`src/rtl/lcp_pkg.sv`:
```
// Notes on behaviour
// - Every sublink keeps its own CRC
// - Lanes bit 0 upward, control line last
// - Sublinks above 0 use control zero
// - 512 bit-time window, CRC at 64
// - No CRC first window, slots excluded
// - Count from first packet after sync
// - Control line high during CRC slot
// - Polynomial constant 04C11DB7
// - Seed all ones each window
// - No zero bits appended
// - Transmit inverted CRC
// - Nine bits per bit-time, shift-xor
// - Mismatch sets that lane's error bit
// - Error marks link suspect, selectable action
// - Hold error sixteen bit-times for flood
// - Logs sticky, write one clears
// - Unchecked log bits read zero
// - First generation defers while control low
// - Control low too long logs protocol
// - Data unsafe until later control
// - Peer reset: control low, lanes high
package lcp_pkg;
  localparam int          LANE_W      = 8;
  localparam logic [31:0] CRC_POLY    = 32'h04C11DB7;
  localparam logic [31:0] CRC_SEED    = 32'hFFFFFFFF;
  localparam int          WIN_BT      = 512;
  localparam int          SLOT_AT     = 64;
  localparam int          SLOT_BT     = 4;
  localparam int          HOLD_BT     = 16;
  localparam int          POS_W       = 10;
  localparam logic [9:0]  SLOT_FIRST  = POS_W'(SLOT_AT);
  localparam logic [9:0]  SLOT_LAST   = POS_W'(SLOT_AT + SLOT_BT - 1);
  localparam logic [9:0]  END_FIRST   = POS_W'(WIN_BT - 1);
  localparam logic [9:0]  END_LATER   = POS_W'(WIN_BT + SLOT_BT - 1);
  // Timing at a 4 ns system clock
  localparam int          CLK_PS        = 4000;
  localparam int          LINK_PERIOD_NS = 32;
  localparam int          LINK_DIV_DEF  = LINK_PERIOD_NS * 1000 / CLK_PS;
  localparam int          CTL_TO_SHORT_NS = 1000;
  localparam int          CTL_TO_LONG_NS  = 1000000;
  localparam int          CTL_TO_SHORT_CYC = CTL_TO_SHORT_NS * 1000 / CLK_PS;
  localparam int          CTL_TO_LONG_CYC  = CTL_TO_LONG_NS / CLK_PS * 1000;
  // Register map, byte addresses
  localparam logic [7:0]  REG_CTRL    = 8'h00;
  localparam logic [7:0]  REG_LOG     = 8'h04;
  localparam logic [7:0]  REG_STATE   = 8'h08;
  localparam logic [31:0] CTRL_RST    = 32'h00000000;
  localparam int          CTRL_FIRST_GENERATION_PROTOCOL   = 0;
  localparam int          CTRL_TOLONG = 1;
  localparam int          CTRL_FLOOD  = 2;
  localparam int          CTRL_FATAL  = 3;
  localparam int          CTRL_NONFAT = 4;
  localparam int          CTRL_W      = 5;
  localparam int          LOG_CRC     = 0;
  localparam int          LOG_PROTO   = 4;
  localparam int          ST_SYNCED   = 0;
  localparam int          ST_LRST     = 1;
  localparam int          ST_SAFE     = 2;
  localparam int          ST_PEND     = 3;
  typedef enum logic [1:0] {CK_IDLE, CK_HOLD, CK_DEFER} lcp_chk_t;
endpackage

```
`src/rtl/lcp_link_if.sv`:
```
`timescale 1ns/1ps
// Link wires between transmitting and receiving ends
interface lcp_link_if #(parameter int SUBLINKS = 4);
  logic                       link_clk;
  logic                       link_control_line;
  logic                       link_reset;
  logic [8*SUBLINKS-1:0]      cmd_addr_data_lanes;
  modport tx_end (output link_clk, output link_control_line, output link_reset,
                  output cmd_addr_data_lanes);
  modport rx_end (input link_clk, input link_control_line, input link_reset,
                  input cmd_addr_data_lanes);
endinterface // lcp_link_if

```
`src/rtl/lcp_crc_lane.sv`:
```
`timescale 1ns/1ps
// One sublink accumulator, nine bits per step
module lcp_crc_lane
  import lcp_pkg::*;
(
  input  wire logic        clk,
  input  wire logic        rst,
  input  wire logic        step,
  input  wire logic        seed,
  input  wire logic [8:0]  data9,
  output logic      [31:0] crc
);
  // shift then reduce; polynomial; no zero tail
  function automatic logic [31:0] crc9(input logic [31:0] c, input logic [8:0] d);
    logic [31:0] r;
    logic        top;
    integer      i;
    r = c;
    for (i = 0; i < 9; i++) begin
      top = r[31];
      r   = {r[30:0], d[i]};
      if (top) begin
        r = r ^ CRC_POLY;
      end
    end
    return r;
  endfunction

  // seed all ones at window start
  always_ff @(posedge clk or posedge rst) begin
    if (rst) begin
      crc <= CRC_SEED;
    end else if (step) begin
      crc <= crc9(seed ? CRC_SEED : crc, data9);
    end
  end
endmodule // lcp_crc_lane

```
`src/rtl/lcp_link_rx.sv`:
```
// Local design decisions: the register addresses and the Wishbone interface to the registers.
`timescale 1ns/1ps
// Receiving end: periodic CRC check, error logs, Wishbone registers
module lcp_link_rx
  import lcp_pkg::*;
#(
  parameter int SUBLINKS        = 4,
  parameter int CTL_TO_LONG     = CTL_TO_LONG_CYC
) (
  input  wire logic                  CLK_SYS,
  input  wire logic                  RST,
  input  wire logic                  WB_CYC_I,
  input  wire logic                  WB_STB_I,
  input  wire logic                  WB_WE_I,
  input  wire logic [7:0]            WB_ADR_I,
  input  wire logic [3:0]            WB_SEL_I,
  input  wire logic [31:0]           WB_DAT_I,
  output logic      [31:0]           WB_DAT_O,
  output logic                       WB_ACK_O,
  output logic      [8*SUBLINKS-1:0] RX_CAD,
  output logic                       RX_CTL,
  output logic                       RX_VALID,
  output logic                       RX_DATA_SAFE,
  output logic                       LINK_SUSPECT,
  output logic                       SYNC_FLOOD_REQ,
  output logic                       FATAL_ERR,
  output logic                       NONFATAL_ERR,
  lcp_link_if.rx_end                 LINK
);
  if (!(SUBLINKS == 1 || SUBLINKS == 2 || SUBLINKS == 4)) begin : g_bad_w
    $error("SUBLINKS must be 1, 2 or 4");
  end
  if (CTL_TO_LONG <= CTL_TO_SHORT_CYC) begin : g_bad_t
    $error("CTL_TO_LONG must exceed the short timeout");
  end

  logic                  clk_s1, clk_s2, clk_s3;
  logic                  ctl_s1, ctl_s2;
  logic                  lrst_s1, lrst_s2;
  logic [8*SUBLINKS-1:0] cad_s1, cad_s2;
  logic                  bt;
  logic                  started;
  logic                  first_win;
  logic [POS_W-1:0]      pos;
  logic [POS_W-1:0]      pos_cur;
  logic                  fw_cur;
  logic                  active;
  logic                  slot;
  logic [1:0]            byte_sel;
  logic                  flood_bt;
  logic [31:0]           crc [SUBLINKS];
  logic [31:0]           saved [SUBLINKS];
  logic [SUBLINKS-1:0]   mism;
  logic [SUBLINKS-1:0]   pend;
  lcp_chk_t              chk;
  logic [4:0]            hold_cnt;
  logic [SUBLINKS-1:0]   crc_set;
  logic [3:0]            crc_log;
  logic                  proto_log;
  logic                  proto_set;
  logic [31:0]           to_cnt;
  logic [31:0]           to_lim;
  logic [CTRL_W-1:0]     ctrl;
  logic                  wb_req;
  logic                  wr_log;
  logic [31:0]           rd_data;

  // Pin sampling, two flops before any use
  always_ff @(posedge CLK_SYS or posedge RST) begin
    if (RST) begin
      clk_s1  <= 1'b0;
      clk_s2  <= 1'b0;
      clk_s3  <= 1'b0;
      ctl_s1  <= 1'b0;
      ctl_s2  <= 1'b0;
      lrst_s1 <= 1'b1;
      lrst_s2 <= 1'b1;
      cad_s1  <= '0;
      cad_s2  <= '0;
    end else begin
      clk_s1  <= LINK.link_clk;
      clk_s2  <= clk_s1;
      clk_s3  <= clk_s2;
      ctl_s1  <= LINK.link_control_line;
      ctl_s2  <= ctl_s1;
      lrst_s1 <= LINK.link_reset;
      lrst_s2 <= lrst_s1;
      cad_s1  <= LINK.cmd_addr_data_lanes;
      cad_s2  <= cad_s1;
    end
  end
  assign bt = clk_s2 && !clk_s3;

  // first control bit-time after reset is position zero
  assign active   = !lrst_s2 && (started || ctl_s2);
  assign pos_cur  = started ? pos : '0;
  assign fw_cur   = started ? first_win : 1'b1;
  // slot at 64..67; none in the first window
  assign slot     = !fw_cur && pos_cur >= SLOT_FIRST && pos_cur <= SLOT_LAST;
  assign byte_sel = 2'(pos_cur - SLOT_FIRST);
  assign flood_bt = ctl_s2 && (&cad_s2);

  // Window position tracking
  always_ff @(posedge CLK_SYS or posedge RST) begin
    if (RST) begin
      started   <= 1'b0;
      first_win <= 1'b1;
      pos       <= '0;
    end else if (bt) begin
      if (!active) begin
        started   <= 1'b0;
        first_win <= 1'b1;
        pos       <= '0;
      end else begin
        started   <= 1'b1;
        first_win <= fw_cur && pos_cur != END_FIRST;
        pos       <= (pos_cur == (fw_cur ? END_FIRST : END_LATER)) ? '0 : pos_cur + 1'b1;
      end
    end
  end

  for (genvar k = 0; k < SUBLINKS; k++) begin : g_lane
    logic [8:0] d9;
    // lanes then control; upper sublinks take zero
    assign d9 = {(k == 0) ? ctl_s2 : 1'b0, cad_s2[k*LANE_W +: LANE_W]};
    lcp_crc_lane u_crc (
      .clk   (CLK_SYS),
      .rst   (RST),
      .step  (bt && active && !slot),
      .seed  (pos_cur == '0),
      .data9 (d9),
      .crc   (crc[k])
    );
    // compare re-inverted bytes with the stored window
    always_ff @(posedge CLK_SYS or posedge RST) begin
      if (RST) begin
        saved[k] <= CRC_SEED;
        mism[k]  <= 1'b0;
      end else if (bt && active) begin
        if (pos_cur == '0) begin
          saved[k] <= crc[k];
        end
        if (slot) begin
          mism[k] <= (pos_cur == SLOT_FIRST ? 1'b0 : mism[k])
                   | (~cad_s2[k*LANE_W +: LANE_W] != saved[k][byte_sel*LANE_W +: LANE_W]);
        end
      end
    end
  end

  // hold sixteen bit-times so a flood wins; defer
  always_ff @(posedge CLK_SYS or posedge RST) begin
    if (RST) begin
      chk      <= CK_IDLE;
      hold_cnt <= 5'h00;
      pend     <= '0;
      crc_set  <= '0;
    end else begin
      crc_set <= '0;
      case (chk)
        CK_IDLE: begin
          // Mismatch flags from before a link reset are stale in the first window
          if (bt && active && !slot && !fw_cur && pos_cur == SLOT_LAST + 1'b1 && |mism) begin
            pend     <= mism;
            hold_cnt <= 5'(HOLD_BT - 1);
            chk      <= CK_HOLD;
          end
        end
        CK_HOLD: begin
          if (lrst_s2 || (bt && flood_bt)) begin
            chk <= CK_IDLE;
          end else if (bt) begin
            if (hold_cnt != 5'h00) begin
              hold_cnt <= hold_cnt - 5'h01;
            end else if (ctrl[CTRL_FIRST_GENERATION_PROTOCOL] && !ctl_s2) begin
              chk <= CK_DEFER;
            end else begin
              crc_set <= pend;
              chk     <= CK_IDLE;
            end
          end
        end
        CK_DEFER: begin
          // link reset first drops the error
          if (lrst_s2) begin
            chk <= CK_IDLE;
          end else if (bt && ctl_s2) begin
            crc_set <= pend;
            chk     <= CK_IDLE;
          end
        end
        default: chk <= CK_IDLE;
      endcase
    end
  end

  // control low beyond the selected timeout
  assign to_lim = ctrl[CTRL_TOLONG] ? 32'(CTL_TO_LONG) : 32'(CTL_TO_SHORT_CYC);
  always_ff @(posedge CLK_SYS or posedge RST) begin
    if (RST) begin
      to_cnt    <= 32'h00000000;
      proto_set <= 1'b0;
    end else begin
      proto_set <= 1'b0;
      if (ctl_s2 || lrst_s2 || !started) begin
        to_cnt <= 32'h00000000;
      end else if (to_cnt != to_lim) begin
        to_cnt    <= to_cnt + 32'h00000001;
        proto_set <= (to_cnt + 32'h00000001 == to_lim);
      end
    end
  end

  // Wishbone slave, one wait state, unmapped reads zero; writes land on the ack edge
  assign wb_req = WB_CYC_I && WB_STB_I && !WB_ACK_O;
  assign wr_log = WB_CYC_I && WB_STB_I && WB_ACK_O && WB_WE_I && WB_SEL_I[0]
                  && WB_ADR_I == REG_LOG;
  always_comb begin
    rd_data = 32'h00000000;
    case (WB_ADR_I)
      REG_CTRL:  rd_data[CTRL_W-1:0] = ctrl;
      // unchecked and absent lanes read zero
      REG_LOG:   rd_data[LOG_PROTO:LOG_CRC] = {proto_log, crc_log};
      REG_STATE: rd_data[ST_PEND:ST_SYNCED] = {chk != CK_IDLE, RX_DATA_SAFE,
                                               lrst_s2, started};
      default:   rd_data = 32'h00000000;
    endcase
  end
  always_ff @(posedge CLK_SYS or posedge RST) begin
    if (RST) begin
      WB_ACK_O <= 1'b0;
      WB_DAT_O <= 32'h00000000;
      ctrl     <= CTRL_RST[CTRL_W-1:0];
    end else begin
      WB_ACK_O <= wb_req;
      WB_DAT_O <= wb_req ? rd_data : 32'h00000000;
      if (WB_CYC_I && WB_STB_I && WB_ACK_O && WB_WE_I && WB_SEL_I[0]
          && WB_ADR_I == REG_CTRL) begin
        ctrl <= WB_DAT_I[CTRL_W-1:0];
      end
    end
  end

  // lane error bits and protocol bit; sticky, write one clears, set wins
  always_ff @(posedge CLK_SYS or posedge RST) begin
    if (RST) begin
      crc_log   <= 4'h0;
      proto_log <= 1'b0;
    end else begin
      crc_log   <= (crc_log & ~(wr_log ? WB_DAT_I[LOG_CRC +: 4] : 4'h0))
                 | 4'(crc_set);
      proto_log <= (proto_log && !(wr_log && WB_DAT_I[LOG_PROTO])) || proto_set;
    end
  end

  // suspect until link reset; error actions by enable
  always_ff @(posedge CLK_SYS or posedge RST) begin
    if (RST) begin
      LINK_SUSPECT   <= 1'b0;
      SYNC_FLOOD_REQ <= 1'b0;
      FATAL_ERR      <= 1'b0;
      NONFATAL_ERR   <= 1'b0;
    end else begin
      LINK_SUSPECT   <= !lrst_s2 && (LINK_SUSPECT || |crc_set);
      SYNC_FLOOD_REQ <= ctrl[CTRL_FLOOD] && (|crc_log || proto_log);
      FATAL_ERR      <= ctrl[CTRL_FATAL] && (|crc_log || proto_log);
      NONFATAL_ERR   <= ctrl[CTRL_NONFAT] && (|crc_log || proto_log);
    end
  end

  // User data out; data unsafe until a later control word
  always_ff @(posedge CLK_SYS or posedge RST) begin
    if (RST) begin
      RX_CAD       <= '0;
      RX_CTL       <= 1'b0;
      RX_VALID     <= 1'b0;
      RX_DATA_SAFE <= 1'b0;
    end else begin
      RX_VALID <= bt && active && !slot;
      if (lrst_s2) begin
        RX_DATA_SAFE <= 1'b0;
      end else if (bt && active && !slot) begin
        RX_CAD       <= cad_s2;
        RX_CTL       <= ctl_s2;
        RX_DATA_SAFE <= ctl_s2;
      end
    end
  end
endmodule // lcp_link_rx

```
`src/flat_wrapper.sv`:
```
// flat-port wrapper written by rule: the top's interface ports become plain ports
module lcp_link_rx_flat import lcp_pkg::*;
#(
  parameter int SUBLINKS        = 4,
  parameter int CTL_TO_LONG     = CTL_TO_LONG_CYC
)
  (CLK_SYS, RST, WB_CYC_I, WB_STB_I, WB_WE_I, WB_ADR_I, WB_SEL_I, WB_DAT_I, WB_DAT_O, WB_ACK_O, RX_CAD, RX_CTL, RX_VALID, RX_DATA_SAFE, LINK_SUSPECT, SYNC_FLOOD_REQ, FATAL_ERR, NONFATAL_ERR, LINK_link_clk, LINK_link_control_line, LINK_link_reset, LINK_cmd_addr_data_lanes);
  lcp_link_if #(.SUBLINKS(SUBLINKS)) LINK_i ();
  input  wire logic CLK_SYS;
  input  wire logic RST;
  input  wire logic WB_CYC_I;
  input  wire logic WB_STB_I;
  input  wire logic WB_WE_I;
  input  wire logic [7:0] WB_ADR_I;
  input  wire logic [3:0] WB_SEL_I;
  input  wire logic [31:0] WB_DAT_I;
  output logic      [31:0] WB_DAT_O;
  output logic WB_ACK_O;
  output logic      [8*SUBLINKS-1:0] RX_CAD;
  output logic RX_CTL;
  output logic RX_VALID;
  output logic RX_DATA_SAFE;
  output logic LINK_SUSPECT;
  output logic SYNC_FLOOD_REQ;
  output logic FATAL_ERR;
  output logic NONFATAL_ERR;
  input wire logic [$bits(LINK_i.link_clk)-1:0] LINK_link_clk;
  input wire logic [$bits(LINK_i.link_control_line)-1:0] LINK_link_control_line;
  input wire logic [$bits(LINK_i.link_reset)-1:0] LINK_link_reset;
  input wire logic [$bits(LINK_i.cmd_addr_data_lanes)-1:0] LINK_cmd_addr_data_lanes;
  assign LINK_i.link_clk = LINK_link_clk;
  assign LINK_i.link_control_line = LINK_link_control_line;
  assign LINK_i.link_reset = LINK_link_reset;
  assign LINK_i.cmd_addr_data_lanes = LINK_cmd_addr_data_lanes;
  lcp_link_rx #(.SUBLINKS(SUBLINKS), .CTL_TO_LONG(CTL_TO_LONG)) u_core (.CLK_SYS(CLK_SYS), .RST(RST), .WB_CYC_I(WB_CYC_I), .WB_STB_I(WB_STB_I), .WB_WE_I(WB_WE_I), .WB_ADR_I(WB_ADR_I), .WB_SEL_I(WB_SEL_I), .WB_DAT_I(WB_DAT_I), .WB_DAT_O(WB_DAT_O), .WB_ACK_O(WB_ACK_O), .RX_CAD(RX_CAD), .RX_CTL(RX_CTL), .RX_VALID(RX_VALID), .RX_DATA_SAFE(RX_DATA_SAFE), .LINK_SUSPECT(LINK_SUSPECT), .SYNC_FLOOD_REQ(SYNC_FLOOD_REQ), .FATAL_ERR(FATAL_ERR), .NONFATAL_ERR(NONFATAL_ERR), .LINK(LINK_i));
endmodule
```
`config.mk`:
```
export PLATFORM = sky130hd
export DESIGN_NAME = lcp_link_rx_flat
export DESIGN_NICKNAME = d
export VERILOG_FILES = /design/src/rtl/lcp_pkg.sv /design/src/rtl/lcp_link_if.sv /design/src/rtl/lcp_crc_lane.sv /design/src/rtl/lcp_link_rx.sv /design/src/flat_wrapper.sv
export SDC_FILE = /design/constraint.sdc
export NUM_CORES = 1
export LEC_CHECK = 0
export BUFFER_PORTS_ARGS = -buffer_cell sky130_fd_sc_hd__buf_2
export CAP_MARGIN = 20
export CORE_ASPECT_RATIO = 1.4
export CORE_MARGIN = 2
export CORE_UTILIZATION = 26
export DETAILED_ROUTE_END_ITERATION = 10
export PLACE_DENSITY = 0.44
export SLEW_MARGIN = 20
export SYNTH_ARGS = -nofsm -noshare
export SYNTH_HDL_FRONTEND = slang
export SYNTH_HIERARCHICAL = 1
export SYNTH_SLANG_ARGS = --single-unit
export TNS_END_PERCENT = 100
```
`constraint.sdc`:
```
create_clock -name CLK_SYS -period 10 [get_ports CLK_SYS]
set_input_delay 2 -clock CLK_SYS [delete_from_list [all_inputs] [get_ports CLK_SYS]]
set_output_delay 2 -clock CLK_SYS [all_outputs]
set_load 0.005 [all_outputs]
```
==> impl_metrics.csv <==
group,metric,value,unit
placement,place_inst,3227,
drt,wl_per_cell,18.4,um
clocking,htreeDepth,2,
clocking,cts_tree,"built",
clocking,cts_num_sinks,446,
clocking,worstSkewPairLatency,0.63,ns
sta,timing_hold_violations_final,0,
placement,place_congestion,0.796,
global_routing,grt_max_degree,134,
drt,drtIter0Drc,717,
drt,drc_errors,0,
sta,rsz0062_at_grt,"false",
synth,ys_seq_area_share,49.2,%
die,pin_count,156,
cells_and_area,area_growth,13.6,%
hold_path,worstHoldPathCells,0,
sta,maxSlewHeadroom,32.5,%
critical_path,path_buf_inv,2,
clocking,post_cts_buffers,0,
placement,hpwl,39800,um
cells_and_area,finalNetCount,2183,
critical_path,critical-path-top-delay-family,"simple AND/OR/NAND/NOR gates",
sta,slew_viol_final,0,
global_routing,grt-ovfl-total,0,
clocking,cts_hold_buf,0,
clocking,max-clock-path-buffers,3,
critical_path,startpoint_type,"flip-flop",
die,dieArea,92300,sq um
critical_path,endpoint_kind,"flip-flop",
synth,synthesis.area,23400,sq um
clocking,cts-root-buf,"clkbuf_16",
global_routing,first_global_vias,15800,
synth,synth_flop_cell,"dfstp_2",
cells_and_area,diodes,0,
synth,syn-instance-count,2054,
drt,viasPerCell,4.51,
critical_path,arrival,4.72,ns
pwr,peakVddDrop,0.145,mV
critical_path,path_max_fanout,72,
global_routing,antenna_found_initial,1,
synth,yosys_warnings,6,
synth,yosysTopAreaCellShare,29.1,%
sta,min_period_over_period,42.2,%
flow_run,cap_violations,0,
synth,yosys_register_bits,446,
die,initial_core_util,26.1,%
critical_path,worst-setup-path-type,"flip-flop to flip-flop",
hold_path,hp-class,"flip-flop to flip-flop",
pwr,cellLeakagePower,10.4,nW
pwr,power_density,245,nW/um^2
die,core,89500,sq um
status,status,"complete, no violations",
synth,synth_top_cells_by_area,"dfstp_2 (29%), dfrtp_1 (20%), xnor2_1 (8.9%)",
critical_path,cp.depth,7,
sta,setup_violations,0,
cells_and_area,drive_gt1_share,27.7,%
global_routing,grt_pass1_wl,96400,um
synth,ys_types,75,
die,fp-row-count,130,
drt,wl,61100,um
cells_and_area,layout.cells.non_filler,3321,
synth,synth_largest_area_cell,"dfstp_2",
sta,fin_skew,0.0598,ns
critical_path,critical-path-slowest-cell,"dfrtp_1",
drt,firstDrtPassIters,5,
sta,fmaxAchievable,237,MHz
synth,async_reset_ff_share,100,%
drt,ant_nets,0,
cells_and_area,post-route-util,29.7,%
sta,period_needed,4.22,ns
critical_path,reg2reg_depth,7,
critical_path,reg2reg_slack,5.78,ns
critical_path,worstPathCellList,"nand2_2 -> ha_1 -> a21boi_4 -> buf_4 -> nand2_4 -> buf_6 -> mux2_1",
sta,fin_tns_setup,0,ns
clocking,path_clk_slew,0.06,ns
cells_and_area,num-fill-cells,9170,
placement,port_buffers,98,
synth,syn_area_per_cell,11.4,sq um
cells_and_area,final_cell_mix,"dfstp_2 (259), xnor2_1 (238), dfrtp_1 (186)",
critical_path,critPathRequiredTime,10.50,ns
die,die_w,257,um
critical_path,cpPeakStageDelay,0.73,ns
global_routing,track_usage,13.4,%
clocking,cts_inserted_buffers,50,
clocking,post_cts_resized,0,
die,die_h,359,um
cells_and_area,final_common_cell,"dfstp_2",
synth,synth_edf_count,0,
sta,worstMarginPinSlew,1.00,ns
drt,vias,15000,
pwr,power.total,6.52,mW
where the power goes:
| group | switching, mW | internal, mW | leakage (nW) |
|---|---|---|---|
| combinational | 0.804 | 0.921 | 4.42 |
| sequential | 0.386 | 2.35 | 5.09 |
| clock | 0.821 | 1.23 | 0.893 |
| total | 2.01 | 4.51 | 10.4 |
registers in the layout, summed over array words and instances (netlist names), 2 cells and up:
register and count:
u_core/ctrl 5, u_core/mism 4, u_core/RX_CAD 32, u_core/WB_DAT_O 5, u_core/cad_s2 32, u_core/to_cnt 32
u_core/g_lane.u_crc/crc 128, u_core/hold_cnt 5, u_core/crc_set 4, u_core/cad_s1 32, u_core/chk 2, u_core/pend 4
u_core/saved 128, u_core/pos 10, u_core/crc_log 4
layout make-up:
type | count | area (sq um) | share of cell area, %
Sequential cell | 446 | 11500 | 43.3
Multi-Input combinational cell | 1420 | 10900 | 40.9
Tap cell | 1188 | 1490 | 5.60
Clock buffer | 58 | 1350 | 5.09
Timing Repair Buffer | 117 | 653 | 2.46
Clock inverter | 36 | 487 | 1.83
Inverter | 56 | 219 | 0.825
routing by layer:
metal	part of all wire, %	vias to the layer above	GRT usage, %	routed length (um)
met5	0	-	0	0
met4	2.5	0	3.95	1510
met3	2.7	75	1.79	1640
met2	53	207	25.2	32700
met1	41	7681	15.7	25300
li1	-	7024	-	-
path summary, 6_finish.rpt:
check                                  start                end
max                           u_core/started    u_core/saved[2]
min                        u_core/cad_s1[12]  u_core/cad_s2[12]
max reg2reg                   u_core/started    u_core/saved[2]
min reg2reg                u_core/cad_s1[12]  u_core/cad_s2[12]
max in group asynchronous                RST   u_core/cad_s1[0]
min in group asynchronous                RST  u_core/RX_CAD[16]
synthesized netlist by cell type (5+ instances only):
cell and count:
inv_1 56, mux2_1 124, ha_1 8, nand2b_1 30, dfstp_2 259, xnor3_1 16
a211oi_1 33, nand2_1 134, nor2_2 15, a31oi_1 36, xnor2_2 16, and3_1 14
xnor2_4 8, nor3b_1 10, buf_1 7, a22o_1 10, mux2i_1 7, xor2_1 103
o22a_1 33, nand4_1 37, nor2b_1 45, or4_1 5, clkbuf_1 63, a21oi_1 55
buf_2 26, nor4_1 10, nand3_1 28, xor3_1 8, nor3_1 19, dfrtp_1 187
buf_6 15, xnor2_1 238, a21o_1 6, mux2_2 56, o22ai_1 38, o21ai_0 56
and2_1 6, nor2_1 133, o21a_1 5, buf_4 49
per-stage QoR:
stage	instance area (sq um)	setup WS, ns	hold WS, ns
final	26500	5.78	0.345
after global routing	26500	5.46	0.355
after CTS	26500	5.34	0.346
after detailed placement	24700	5.33	0.336
after global placement	24700	5.38	0.333
after floorplan	23500	3.87	0.331
cell families after synthesis:
logic type                 count (synthesis)  synth area share (%)
muxes                                    188                  9.04
DFF                                      446                  49.2
other                                      1                0.0160
and+or+nand+nor                          512                  11.1
buffers and inverters                    217                  4.94
adders and majority gates                  8                 0.428
xor gates and xnor gates                 389                  17.2
AOI/OAI and AO/OA                        293                  8.11
Note: power is estimated with default switching activity, not from simulation.
